$ cat config.mk
export PLATFORM = sky130hd
export DESIGN_NAME = eilg_device_end_flat
export DESIGN_NICKNAME = d
export VERILOG_FILES = /design/src/verilog/eilg_pkg.sv /design/src/verilog/eilg_link_if.sv /design/src/verilog/eilg_device_end.sv /design/src/verilog/eilg_pin_sync.sv /design/src/flat_wrapper.sv
export SDC_FILE = /design/constraint.sdc
export NUM_CORES = 1
export LEC_CHECK = 0
export BUFFER_PORTS_ARGS = -buffer_cell sky130_fd_sc_hd__buf_2
export CAP_MARGIN = 25
export CORE_MARGIN = 3
export CORE_UTILIZATION = 62
export DETAILED_ROUTE_END_ITERATION = 12
export PLACE_DENSITY = 0.87
export SLEW_MARGIN = 40
export SYNTH_ARGS = -nofsm -noshare
export SYNTH_HDL_FRONTEND = slang
export SYNTH_SLANG_ARGS = --single-unit
$ cat constraint.sdc
create_clock -name CORE_CLK -period 3.2 [get_ports CORE_CLK]
set_clock_uncertainty 0.1 [all_clocks]
set_input_delay 0.32 -clock CORE_CLK [delete_from_list [all_inputs] [get_ports CORE_CLK]]
set_output_delay 0.32 -clock CORE_CLK [all_outputs]
set_load 0.02 [all_outputs]
$ cat src/verilog/eilg_pkg.sv
// shared constants for the external-instruction decoder and load code generator
// assumes one 100 MHz core clock on both ends of the link
package eilg_pkg;
   // ***************************************
   // timing
   // ***************************************
   localparam int CLK_PERIOD_NS = 10;
   localparam int DEBOUNCE_US = 10000;
   localparam int DEB_CYCLES = DEBOUNCE_US * 1000 / CLK_PERIOD_NS;
   localparam int IDLE_STRETCH_US = 50;
   localparam int STRETCH_CYCLES = IDLE_STRETCH_US * 1000 / CLK_PERIOD_NS;
   localparam int PH3_HALF_CYCLES = 4;
   localparam int STROBE_CYCLES = 4;
   // ***************************************
   // external instruction codes {addr_hi, serial_out_bit_addr_lsb}
   // ***************************************
   localparam logic [2:0] EXT_OP_IDLE = 3'h2;
   localparam logic [2:0] EXT_OP_USER_SPARE = 3'h3;
   localparam logic [2:0] EXT_OP_FORWARD_ON = 3'h5;
   localparam logic [2:0] EXT_OP_FORWARD_OFF = 3'h6;
   localparam logic [2:0] EXT_OP_LOAD_REQUEST = 3'h7;
   // ***************************************
   // interrupt codes
   // ***************************************
   localparam logic [2:0] INT_RESET = 3'h0;
   localparam logic [2:0] INT_LOAD = 3'h2;
   localparam logic [2:0] INT_NONE = 3'h7;
   // ***************************************
   // host register map and fields
   // ***************************************
   localparam logic [3:0] REG_CTRL = 4'h0;
   localparam logic [3:0] REG_CMD = 4'h4;
   localparam logic [3:0] REG_STATUS = 4'h8;
   localparam int CTRL_FETCH_BIT = 0;
   localparam int STAT_BUSY_BIT = 3;
   localparam int STAT_IDLE_BIT = 4;
   localparam logic [1:0] RESP_OKAY = 2'h0;
   localparam logic [1:0] RESP_SLVERR = 2'h2;
endpackage

$ cat src/verilog/eilg_link_if.sv
// processor pins between the host end and the glue-logic end
// assumes both ends run on the same core clock
`timescale 1ns/1ns
interface eilg_link_if;
   logic [1:0] addr_hi;
   logic serial_out_bit_addr_lsb;
   logic serial_io_strobe;
   logic fetch_cycle_flag;
   logic phase3_n;
   logic [2:0] int_code_lines;
   modport host (
      output addr_hi, serial_out_bit_addr_lsb, serial_io_strobe, fetch_cycle_flag, phase3_n,
      input int_code_lines
   );
   modport device (
      input addr_hi, serial_out_bit_addr_lsb, serial_io_strobe, fetch_cycle_flag, phase3_n,
      output int_code_lines
   );
endinterface

$ cat src/verilog/eilg_device_end.sv
// glue logic beside the processor: external instruction decode and load code generator
// assumes processor pins arrive asynchronously, user interrupt code is on CORE_CLK
`timescale 1ns/1ns
module eilg_device_end #(
   parameter int DEB_CYCLES = eilg_pkg::DEB_CYCLES,
   parameter int STRETCH_CYCLES = eilg_pkg::STRETCH_CYCLES
) (
   // clock and reset
   input wire logic CORE_CLK,
   input wire logic RESET_N,
   input wire logic CE,
   // processor side
   eilg_link_if.device LINK,
   // board side inputs
   input wire logic [2:0] USER_INT_CODE,
   input wire logic SUPPLY_SETTLED,
   input wire logic LOAD_SWITCH_N,
   // board side outputs
   output logic IO_DEVICE_STROBE,
   output logic FORWARD_INDICATOR,
   output logic TAPE_MOTOR_CONTROL_N,
   output logic IDLE_INDICATOR,
   output logic LOAD_REQUEST_N,
   output logic USER_SPARE_PULSE,
   output logic RESET_OUT_N,
   output logic LOAD_ACTIVE
);
   // ***************************************
   // decode helpers
   // ***************************************
   localparam int DEC_ON = 0;
   localparam int DEC_OFF = 1;
   localparam int DEC_IDLE = 2;
   localparam int DEC_LOAD = 3;
   localparam int DEC_SPARE = 4;

   // one-hot decode, all zero for serial I/O codes
   function automatic logic [4:0] ext_decode(input logic [2:0] c);
      logic [4:0] r;
      r = 5'h00;
      case (c)
         eilg_pkg::EXT_OP_FORWARD_ON: r[DEC_ON] = 1'b1;
         eilg_pkg::EXT_OP_FORWARD_OFF: r[DEC_OFF] = 1'b1;
         eilg_pkg::EXT_OP_IDLE: r[DEC_IDLE] = 1'b1;
         eilg_pkg::EXT_OP_LOAD_REQUEST: r[DEC_LOAD] = 1'b1;
         eilg_pkg::EXT_OP_USER_SPARE: r[DEC_SPARE] = 1'b1;
         default: r = 5'h00;
      endcase
      return r;
   endfunction

   generate
      if (DEB_CYCLES < 1 || STRETCH_CYCLES < 1) begin : g_chk
         $error("eilg_device_end: counts must be at least 1");
      end
   endgenerate

   // ***************************************
   // pin synchronisers
   // ***************************************
   logic [7:0] pins_f;
   logic [1:0] addr_f;
   logic sob_f, strobe_f, fetch_f, ph3_n_f, supply_f, switch_n_f;

   eilg_pin_sync #(.WIDTH(8), .INIT(8'hc0)) u_sync (
      .clk(CORE_CLK),
      .reset_n(RESET_N),
      .ce(CE),
      .d({LOAD_SWITCH_N, LINK.phase3_n, SUPPLY_SETTLED, LINK.fetch_cycle_flag,
          LINK.serial_io_strobe, LINK.serial_out_bit_addr_lsb, LINK.addr_hi}),
      .q(pins_f)
   );
   assign addr_f = pins_f[1:0];
   assign sob_f = pins_f[2];
   assign strobe_f = pins_f[3];
   assign fetch_f = pins_f[4];
   assign supply_f = pins_f[5];
   assign ph3_n_f = pins_f[6];
   assign switch_n_f = pins_f[7];

   // ***************************************
   // edges and phase-3 sampling
   // ***************************************
   logic strobe_d_r, ph3_n_d_r, ps_sync_r, ps_sync_d_r, fetch_sync_r, fetch_sync_d_r;
   logic ph3_fall, strobe_rise, ps_rise, fetch_rise;
   logic [4:0] dec;

   assign ph3_fall = ph3_n_d_r & ~ph3_n_f;
   assign strobe_rise = strobe_f & ~strobe_d_r;
   assign ps_rise = ps_sync_r & ~ps_sync_d_r;
   assign fetch_rise = fetch_sync_r & ~fetch_sync_d_r;
   assign dec = strobe_rise ? ext_decode({addr_f, sob_f}) : 5'h00;

   // supply and fetch taken only at the phase-3 edge
   always_ff @(posedge CORE_CLK or negedge RESET_N) begin
      if (!RESET_N) begin
         strobe_d_r <= 1'b0;
         ph3_n_d_r <= 1'b1;
         ps_sync_r <= 1'b0;
         ps_sync_d_r <= 1'b0;
         fetch_sync_r <= 1'b0;
         fetch_sync_d_r <= 1'b0;
      end else if (CE) begin
         strobe_d_r <= strobe_f;
         ph3_n_d_r <= ph3_n_f;
         ps_sync_d_r <= ps_sync_r;
         fetch_sync_d_r <= fetch_sync_r;
         if (ph3_fall) begin
            ps_sync_r <= supply_f;
            fetch_sync_r <= fetch_f;
         end
      end
   end

   // ***************************************
   // strobe gate, forward flop, spare
   // ***************************************
   // external codes always have a top address bit set, so gating on both blocks them
   always_ff @(posedge CORE_CLK or negedge RESET_N) begin
      if (!RESET_N) begin
         IO_DEVICE_STROBE <= 1'b0;
         USER_SPARE_PULSE <= 1'b0;
      end else if (CE) begin
         IO_DEVICE_STROBE <= strobe_f & (addr_f == 2'h0);
         USER_SPARE_PULSE <= dec[DEC_SPARE];
      end
   end

   // forward flop: either decode clocks it, the on decode is the data
   always_ff @(posedge CORE_CLK or negedge RESET_N) begin
      if (!RESET_N) begin
         FORWARD_INDICATOR <= 1'b0;
         TAPE_MOTOR_CONTROL_N <= 1'b1;
      end else if (CE && (dec[DEC_ON] | dec[DEC_OFF])) begin
         FORWARD_INDICATOR <= dec[DEC_ON];
         TAPE_MOTOR_CONTROL_N <= ~dec[DEC_ON];
      end
   end

   // ***************************************
   // idle stretcher
   // ***************************************
   logic [31:0] stretch_r;

   // every repeated idle pulse reloads, so the lamp stays solid while idle if STRETCH_CYCLES is at least the 12-cycle repeat
   always_ff @(posedge CORE_CLK or negedge RESET_N) begin
      if (!RESET_N) begin
         stretch_r <= 32'h0;
         IDLE_INDICATOR <= 1'b0;
      end else if (CE) begin
         if (dec[DEC_IDLE]) begin
            stretch_r <= 32'(STRETCH_CYCLES);
         end else if (stretch_r != 32'h0) begin
            stretch_r <= stretch_r - 32'h1;
         end
         IDLE_INDICATOR <= dec[DEC_IDLE] | (stretch_r > 32'h1);
      end
   end

   // ***************************************
   // switch debounce and load request
   // ***************************************
   logic [31:0] deb_cnt_r;
   logic switch_db_n_r, load_req_d_r;

   // switch must hold a new level for the full count before it is believed
   always_ff @(posedge CORE_CLK or negedge RESET_N) begin
      if (!RESET_N) begin
         deb_cnt_r <= 32'h0;
         switch_db_n_r <= 1'b1;
      end else if (CE) begin
         if (switch_n_f == switch_db_n_r) begin
            deb_cnt_r <= 32'h0;
         end else if (deb_cnt_r >= 32'(DEB_CYCLES - 1)) begin
            deb_cnt_r <= 32'h0;
            switch_db_n_r <= switch_n_f;
         end else begin
            deb_cnt_r <= deb_cnt_r + 32'h1;
         end
      end
   end

   // request low from the load code or the debounced switch
   always_ff @(posedge CORE_CLK or negedge RESET_N) begin
      if (!RESET_N) begin
         LOAD_REQUEST_N <= 1'b1;
         load_req_d_r <= 1'b1;
      end else if (CE) begin
         LOAD_REQUEST_N <= ~dec[DEC_LOAD] & switch_db_n_r;
         load_req_d_r <= LOAD_REQUEST_N;
      end
   end

   // ***************************************
   // load delay chain
   // ***************************************
   logic capture_r, stage1_r, pu_load_r;

   // a held request sets capture once; only its falling edge counts
   always_ff @(posedge CORE_CLK or negedge RESET_N) begin
      if (!RESET_N) begin
         capture_r <= 1'b0;
         stage1_r <= 1'b0;
         LOAD_ACTIVE <= 1'b0;
         pu_load_r <= 1'b0;
      end else if (CE) begin
         if (!ps_sync_r) begin
            capture_r <= 1'b0;
            stage1_r <= 1'b0;
            LOAD_ACTIVE <= 1'b0;
            pu_load_r <= 1'b0;
         end else if (fetch_rise && LOAD_ACTIVE) begin
            capture_r <= load_req_d_r & ~LOAD_REQUEST_N; // new request wins
            stage1_r <= 1'b0;
            LOAD_ACTIVE <= 1'b0;
            pu_load_r <= 1'b0;
         end else begin
            if ((load_req_d_r & ~LOAD_REQUEST_N) | ps_rise) begin
               capture_r <= 1'b1;
            end
            if (ps_rise) begin
               pu_load_r <= 1'b1;
            end
            if (fetch_rise) begin
               stage1_r <= capture_r;
               LOAD_ACTIVE <= stage1_r;
            end
         end
      end
   end

   // ***************************************
   // interrupt code and reset outputs
   // ***************************************
   // reset beats load, load beats the user port code
   always_ff @(posedge CORE_CLK or negedge RESET_N) begin
      if (!RESET_N) begin
         LINK.int_code_lines <= eilg_pkg::INT_RESET;
         RESET_OUT_N <= 1'b0;
      end else if (CE) begin
         RESET_OUT_N <= supply_f;
         if (!ps_sync_r) begin
            LINK.int_code_lines <= eilg_pkg::INT_RESET;
         end else if (pu_load_r | LOAD_ACTIVE | ps_rise) begin
            LINK.int_code_lines <= eilg_pkg::INT_LOAD;
         end else begin
            LINK.int_code_lines <= USER_INT_CODE;
         end
      end
   end
endmodule

$ cat src/verilog/eilg_pin_sync.sv
// three-flop pin synchroniser with agreement filter
// assumes asynchronous inputs; output moves only when stages two and three agree
`timescale 1ns/1ns
module eilg_pin_sync #(
   parameter int WIDTH = 1,
   parameter logic [WIDTH-1:0] INIT = '0
) (
   // clock
   input wire logic clk,
   input wire logic reset_n,
   input wire logic ce,
   // data
   input wire logic [WIDTH-1:0] d,
   output logic [WIDTH-1:0] q
);
   logic [WIDTH-1:0] s1_r, s2_r, s3_r;

   generate
      if (WIDTH < 1) begin : g_chk
         $error("eilg_pin_sync: WIDTH must be at least 1");
      end
   endgenerate

   // s1 feeds s2 only; filtering looks at s2 and s3
   always_ff @(posedge clk or negedge reset_n) begin
      if (!reset_n) begin
         s1_r <= INIT;
         s2_r <= INIT;
         s3_r <= INIT;
         q <= INIT;
      end else if (ce) begin
         s1_r <= d;
         s2_r <= s1_r;
         s3_r <= s2_r;
         for (int i = 0; i < WIDTH; i++) begin
            if (s2_r[i] == s3_r[i]) begin
               q[i] <= s3_r[i];
            end
         end
      end
   end
endmodule

$ cat src/flat_wrapper.sv
// flat-port wrapper written by rule: the top's interface ports become plain ports
module eilg_device_end_flat 
#(
   parameter int DEB_CYCLES = eilg_pkg::DEB_CYCLES,
   parameter int STRETCH_CYCLES = eilg_pkg::STRETCH_CYCLES
)
  (CORE_CLK, RESET_N, CE, USER_INT_CODE, SUPPLY_SETTLED, LOAD_SWITCH_N, IO_DEVICE_STROBE, FORWARD_INDICATOR, TAPE_MOTOR_CONTROL_N, IDLE_INDICATOR, LOAD_REQUEST_N, USER_SPARE_PULSE, RESET_OUT_N, LOAD_ACTIVE, LINK_addr_hi, LINK_serial_out_bit_addr_lsb, LINK_serial_io_strobe, LINK_fetch_cycle_flag, LINK_phase3_n, LINK_int_code_lines);
  eilg_link_if LINK_i ();
  input wire logic CORE_CLK;
  input wire logic RESET_N;
  input wire logic CE;
  input wire logic [2:0] USER_INT_CODE;
  input wire logic SUPPLY_SETTLED;
  input wire logic LOAD_SWITCH_N;
  output logic IO_DEVICE_STROBE;
  output logic FORWARD_INDICATOR;
  output logic TAPE_MOTOR_CONTROL_N;
  output logic IDLE_INDICATOR;
  output logic LOAD_REQUEST_N;
  output logic USER_SPARE_PULSE;
  output logic RESET_OUT_N;
  output logic LOAD_ACTIVE;
  input wire logic [$bits(LINK_i.addr_hi)-1:0] LINK_addr_hi;
  input wire logic [$bits(LINK_i.serial_out_bit_addr_lsb)-1:0] LINK_serial_out_bit_addr_lsb;
  input wire logic [$bits(LINK_i.serial_io_strobe)-1:0] LINK_serial_io_strobe;
  input wire logic [$bits(LINK_i.fetch_cycle_flag)-1:0] LINK_fetch_cycle_flag;
  input wire logic [$bits(LINK_i.phase3_n)-1:0] LINK_phase3_n;
  output wire logic [$bits(LINK_i.int_code_lines)-1:0] LINK_int_code_lines;
  assign LINK_i.addr_hi = LINK_addr_hi;
  assign LINK_i.serial_out_bit_addr_lsb = LINK_serial_out_bit_addr_lsb;
  assign LINK_i.serial_io_strobe = LINK_serial_io_strobe;
  assign LINK_i.fetch_cycle_flag = LINK_fetch_cycle_flag;
  assign LINK_i.phase3_n = LINK_phase3_n;
  assign LINK_int_code_lines = LINK_i.int_code_lines;
  eilg_device_end #(.DEB_CYCLES(DEB_CYCLES), .STRETCH_CYCLES(STRETCH_CYCLES)) u_core (.CORE_CLK(CORE_CLK), .RESET_N(RESET_N), .CE(CE), .LINK(LINK_i), .USER_INT_CODE(USER_INT_CODE), .SUPPLY_SETTLED(SUPPLY_SETTLED), .LOAD_SWITCH_N(LOAD_SWITCH_N), .IO_DEVICE_STROBE(IO_DEVICE_STROBE), .FORWARD_INDICATOR(FORWARD_INDICATOR), .TAPE_MOTOR_CONTROL_N(TAPE_MOTOR_CONTROL_N), .IDLE_INDICATOR(IDLE_INDICATOR), .LOAD_REQUEST_N(LOAD_REQUEST_N), .USER_SPARE_PULSE(USER_SPARE_PULSE), .RESET_OUT_N(RESET_OUT_N), .LOAD_ACTIVE(LOAD_ACTIVE));
endmodule
==> summary.md <==
| Metric | Value |
|---|---|
| Slew Limit Fails | `0` |
| Syn Nets | `604` |
| Total Wirelength | `about 13 mm` |
| Clock buffer depth | `2` |
| Final non-filler cell total | `roughly 750` |
| Post-synth EDFFs | `0` |
| Hold-fix buffers, CTS | `13` |
| Leakage power | `between 2 and 3 nW` |
| IO Pins | `25` |
| Area grow syn2layout | `15.60%` |
| Post-CTS Repair Setup Buffers | `0` |
| # resized after CTS | `0` |
| Gpl congestion | `approximately 0.84` |
| Core box area | `between 0.008 and 0.009 sq mm` |
| Avg Vias per Cell | `between 6 and 7` |
| Detail Route Antenna Nets | `0` |
| Port Buffers | `24` |
| Initial antenna violation count | `0` |
| DP HPWL | `slightly above 8 mm` |
| First-pass GRT wire length | `approximately 23 mm` |
| Maximum VDD drop | `0.0005523 V` |
| Initial Utilization | `0.6535` |
| Final setup TNS | `0 ps` |
| RSZ-0062 raised after global routing | `no` |
| TritonRoute pass-1 iters | `5` |
| Syn Std Cell Area | `approximately 0.006 sq mm` |
| PwrDens | `about 820 mW/mm^2` |
| Peak Freq | `about 360 MHz` |
| CP max FO | `14` |
| CP startpoint kind | `register` |
| Clk slew on worst S/H paths | `approximately 60 ps` |
| Pwr Total | `roughly 5.5 mW` |
| Status | `completed` |
| Largest net degree at the start of global routing | `78` |
| Worst endpoint required time | `3550 ps` |
| Num rows | `34` |
| Min Tclk post-route | `about 2800 ps` |
| Share of flip-flops with an asynchronous set or reset | `1.000` |
| First DRT Iteration DRCs | `430` |
| Final Cycle Share | `0.8649` |
| # DRC | `0` |
| Gr usage total | `0.2721` |
| Setup violators final | `0` |
| Critical Path End Type | `register` |
| H-tree Lvls | `4` |
| Measured slew at the worst slew-check pin | `around 620 ps` |
| Number of diodes | `0` |
| DIE AREA | `about 0.011 sq mm` |
| Layout cells sized above 1 | `0.1844` |
| Die Ht | `just over 100 um` |
| Synthesized instance count | `about 600` |
| CP Class | `register to register` |
| Die width | `slightly above 100 um` |
| Post-synth cell types | `between 50 and 60` |
| Max-cap viol count | `0` |
| Relative slew margins | `0.5868` |
| Vias in the first global route | `around 4,800` |
| Most frequent cells in the layout | `dfrtp_1, o21ai_0, nand2_1` |
| Most common cell after layout, fill and taps aside | `dfrtp_1` |
| Reg2Reg Setup Slack | `between 400 and 500 ps` |
| Yosys warning count | `0` |
| Mapped Avg Cell Area | `between 9 and 10 sq um` |
| Count of state elements after synthesis | `~120` |
| Worst hold path class | `primary input to async pin` |
| Clk_lat worst skew | `between 500 and 600 ps` |
| Cts bufs inserted | `17` |
| Num Clock Sinks | `roughly 120` |
| Per-cell routed wire length | `17.91 um` |
| Final Hold Viols | `0` |
| TritonCTS clock tree | `yes` |
| Grt ovf | `0` |
| Sequential fraction of the synthesis area | `0.5086` |
| NumNets Final | `roughly 640` |
| CP arrival | `around 3100 ps` |
| Via count | `roughly 5,000` |
| Cells after DPL | `about 700` |
| Post-synth top flop | `dfrtp_1` |
| Clk root buf | `clkbuf_8` |
| Filler Cell Count | `~550` |
==> path summary, 6_finish.rpt <==
check | startpoint | depth (start not counted) | end
setup / recovery | u_core.stretch_r[4]$_DFFE_PN0P_ | 5 | u_core.stretch_r[25]$_DFFE_PN0P_
hold / removal | RESET_N | 2 | u_core.stretch_r[13]$_DFFE_PN0P_
setup reg to reg | u_core.stretch_r[4]$_DFFE_PN0P_ | 5 | u_core.stretch_r[25]$_DFFE_PN0P_
hold reg to reg | u_core.u_sync.s3_r[7]$_DFFE_PN1P_ | 2 | u_core.u_sync.s3_r[7]$_DFFE_PN1P_
max in group asynchronous | RESET_N | 3 | u_core.u_sync.q[6]$_DFFE_PN1P_
min in group CORE_CLK | u_core.u_sync.s3_r[7]$_DFFE_PN1P_ | 2 | u_core.u_sync.s3_r[7]$_DFFE_PN1P_
==> worst max-delay path, cell delays in order, from the launching register on <==
cell and delay, ps:
dfrtp_1 400, or4_4 590, or3_1 450, or3_4 500, or4_1 500, a21oi_1 160
==> cell usage after synthesis (all sizes together) (3+ instances only) <==
cell    number  share of area
o41ai        4         0.0060
nand3b       4         0.0051
nor3b        3         0.0039
inv         26          0.017
dfrtp      105           0.45
and4         3         0.0045
o211ai       7         0.0090
a22oi        3         0.0039
and3         4         0.0043
o31ai       26          0.033
and2         8         0.0086
nand3       13          0.011
a21oi       34          0.029
nor4        18          0.023
dfstp       13          0.059
nand2       43          0.028
buf          7         0.0086
nand4       10          0.011
ha           3         0.0064
or4         22          0.029
mux2i        5         0.0086
a31oi       10          0.011
nor3        16          0.014
mux2        23          0.044
a21o         8          0.010
o21ai       57          0.049
nor2b       21          0.023
nor2        26          0.017
or2          6         0.0064
a22o         3         0.0045
or3         13          0.016
clkbuf      20          0.013
==> registers in the layout, summed over array words and instances, names as in the netlist, 3 cells and up <==
signal and count:
u_core.LINK.int_code_lines 3, u_core.deb_cnt_r 32, u_core.stretch_r 32, u_core.u_sync.q 8
u_core.u_sync.s1_r 8, u_core.u_sync.s2_r 8, u_core.u_sync.s3_r 8
==> through the flow <==
stage               hold WS [ps]  worst slack (ps)  utilization  instance area, sq um
finish                     222.9             432.2       0.7555                  6749
global route               257.1             332.1       0.7555                  6749
CTS                        238.2             439.5       0.7549                  6744
detailed placement         237.9             454.0       0.6796                  6071
global placement           233.7             524.9       0.6796                  6071
floorplan                 -75.59             562.6            -                  5838
==> final cells by class <==
| type | count | area [sq um] | area share |
|---|---|---|---|
| Sequential cell | 118 | 2969 | 0.4399 |
| Multi-Input combinational cell | 416 | 2656 | 0.3936 |
| Clock buffer | 18 | 427.9 | 0.06340 |
| Timing Repair Buffer | 48 | 347.8 | 0.05154 |
| Tap cell | 108 | 135.1 | 0.02002 |
| Clock inverter | 14 | 115.1 | 0.01706 |
| Inverter | 26 | 97.59 | 0.01446 |
==> routing by layer <==
metal	vias to the layer above	wire, um	GRT usage	share of wire
met5	-	0	0	0
met4	0	254	0.1006	0.019
met3	33	669	0.06225	0.050
met2	176	6802	0.4504	0.51
met1	2413	5673	0.3512	0.42
li1	2284	-	-	-
==> cells by family (layout without fill, tap and decap cells) <==
family,after synthesis,after routing,share of synthesized area
xor+xnor,1,1,0.001500
flops,118,118,0.5086
mux,28,28,0.05294
compound gates,169,169,0.1828
simple gates,215,215,0.2096
buf+inv,53,106,0.03815
fa+ha+maj,3,3,0.006430
==> power breakdown <==
group | switching [mW] | internal, mW | total [mW]
Sequential | 0.373 | 1.85 | 2.23
Combinational | 0.973 | 0.598 | 1.57
Clock | 0.748 | 0.990 | 1.74
Note: power is estimated with default switching activity, not from simulation.
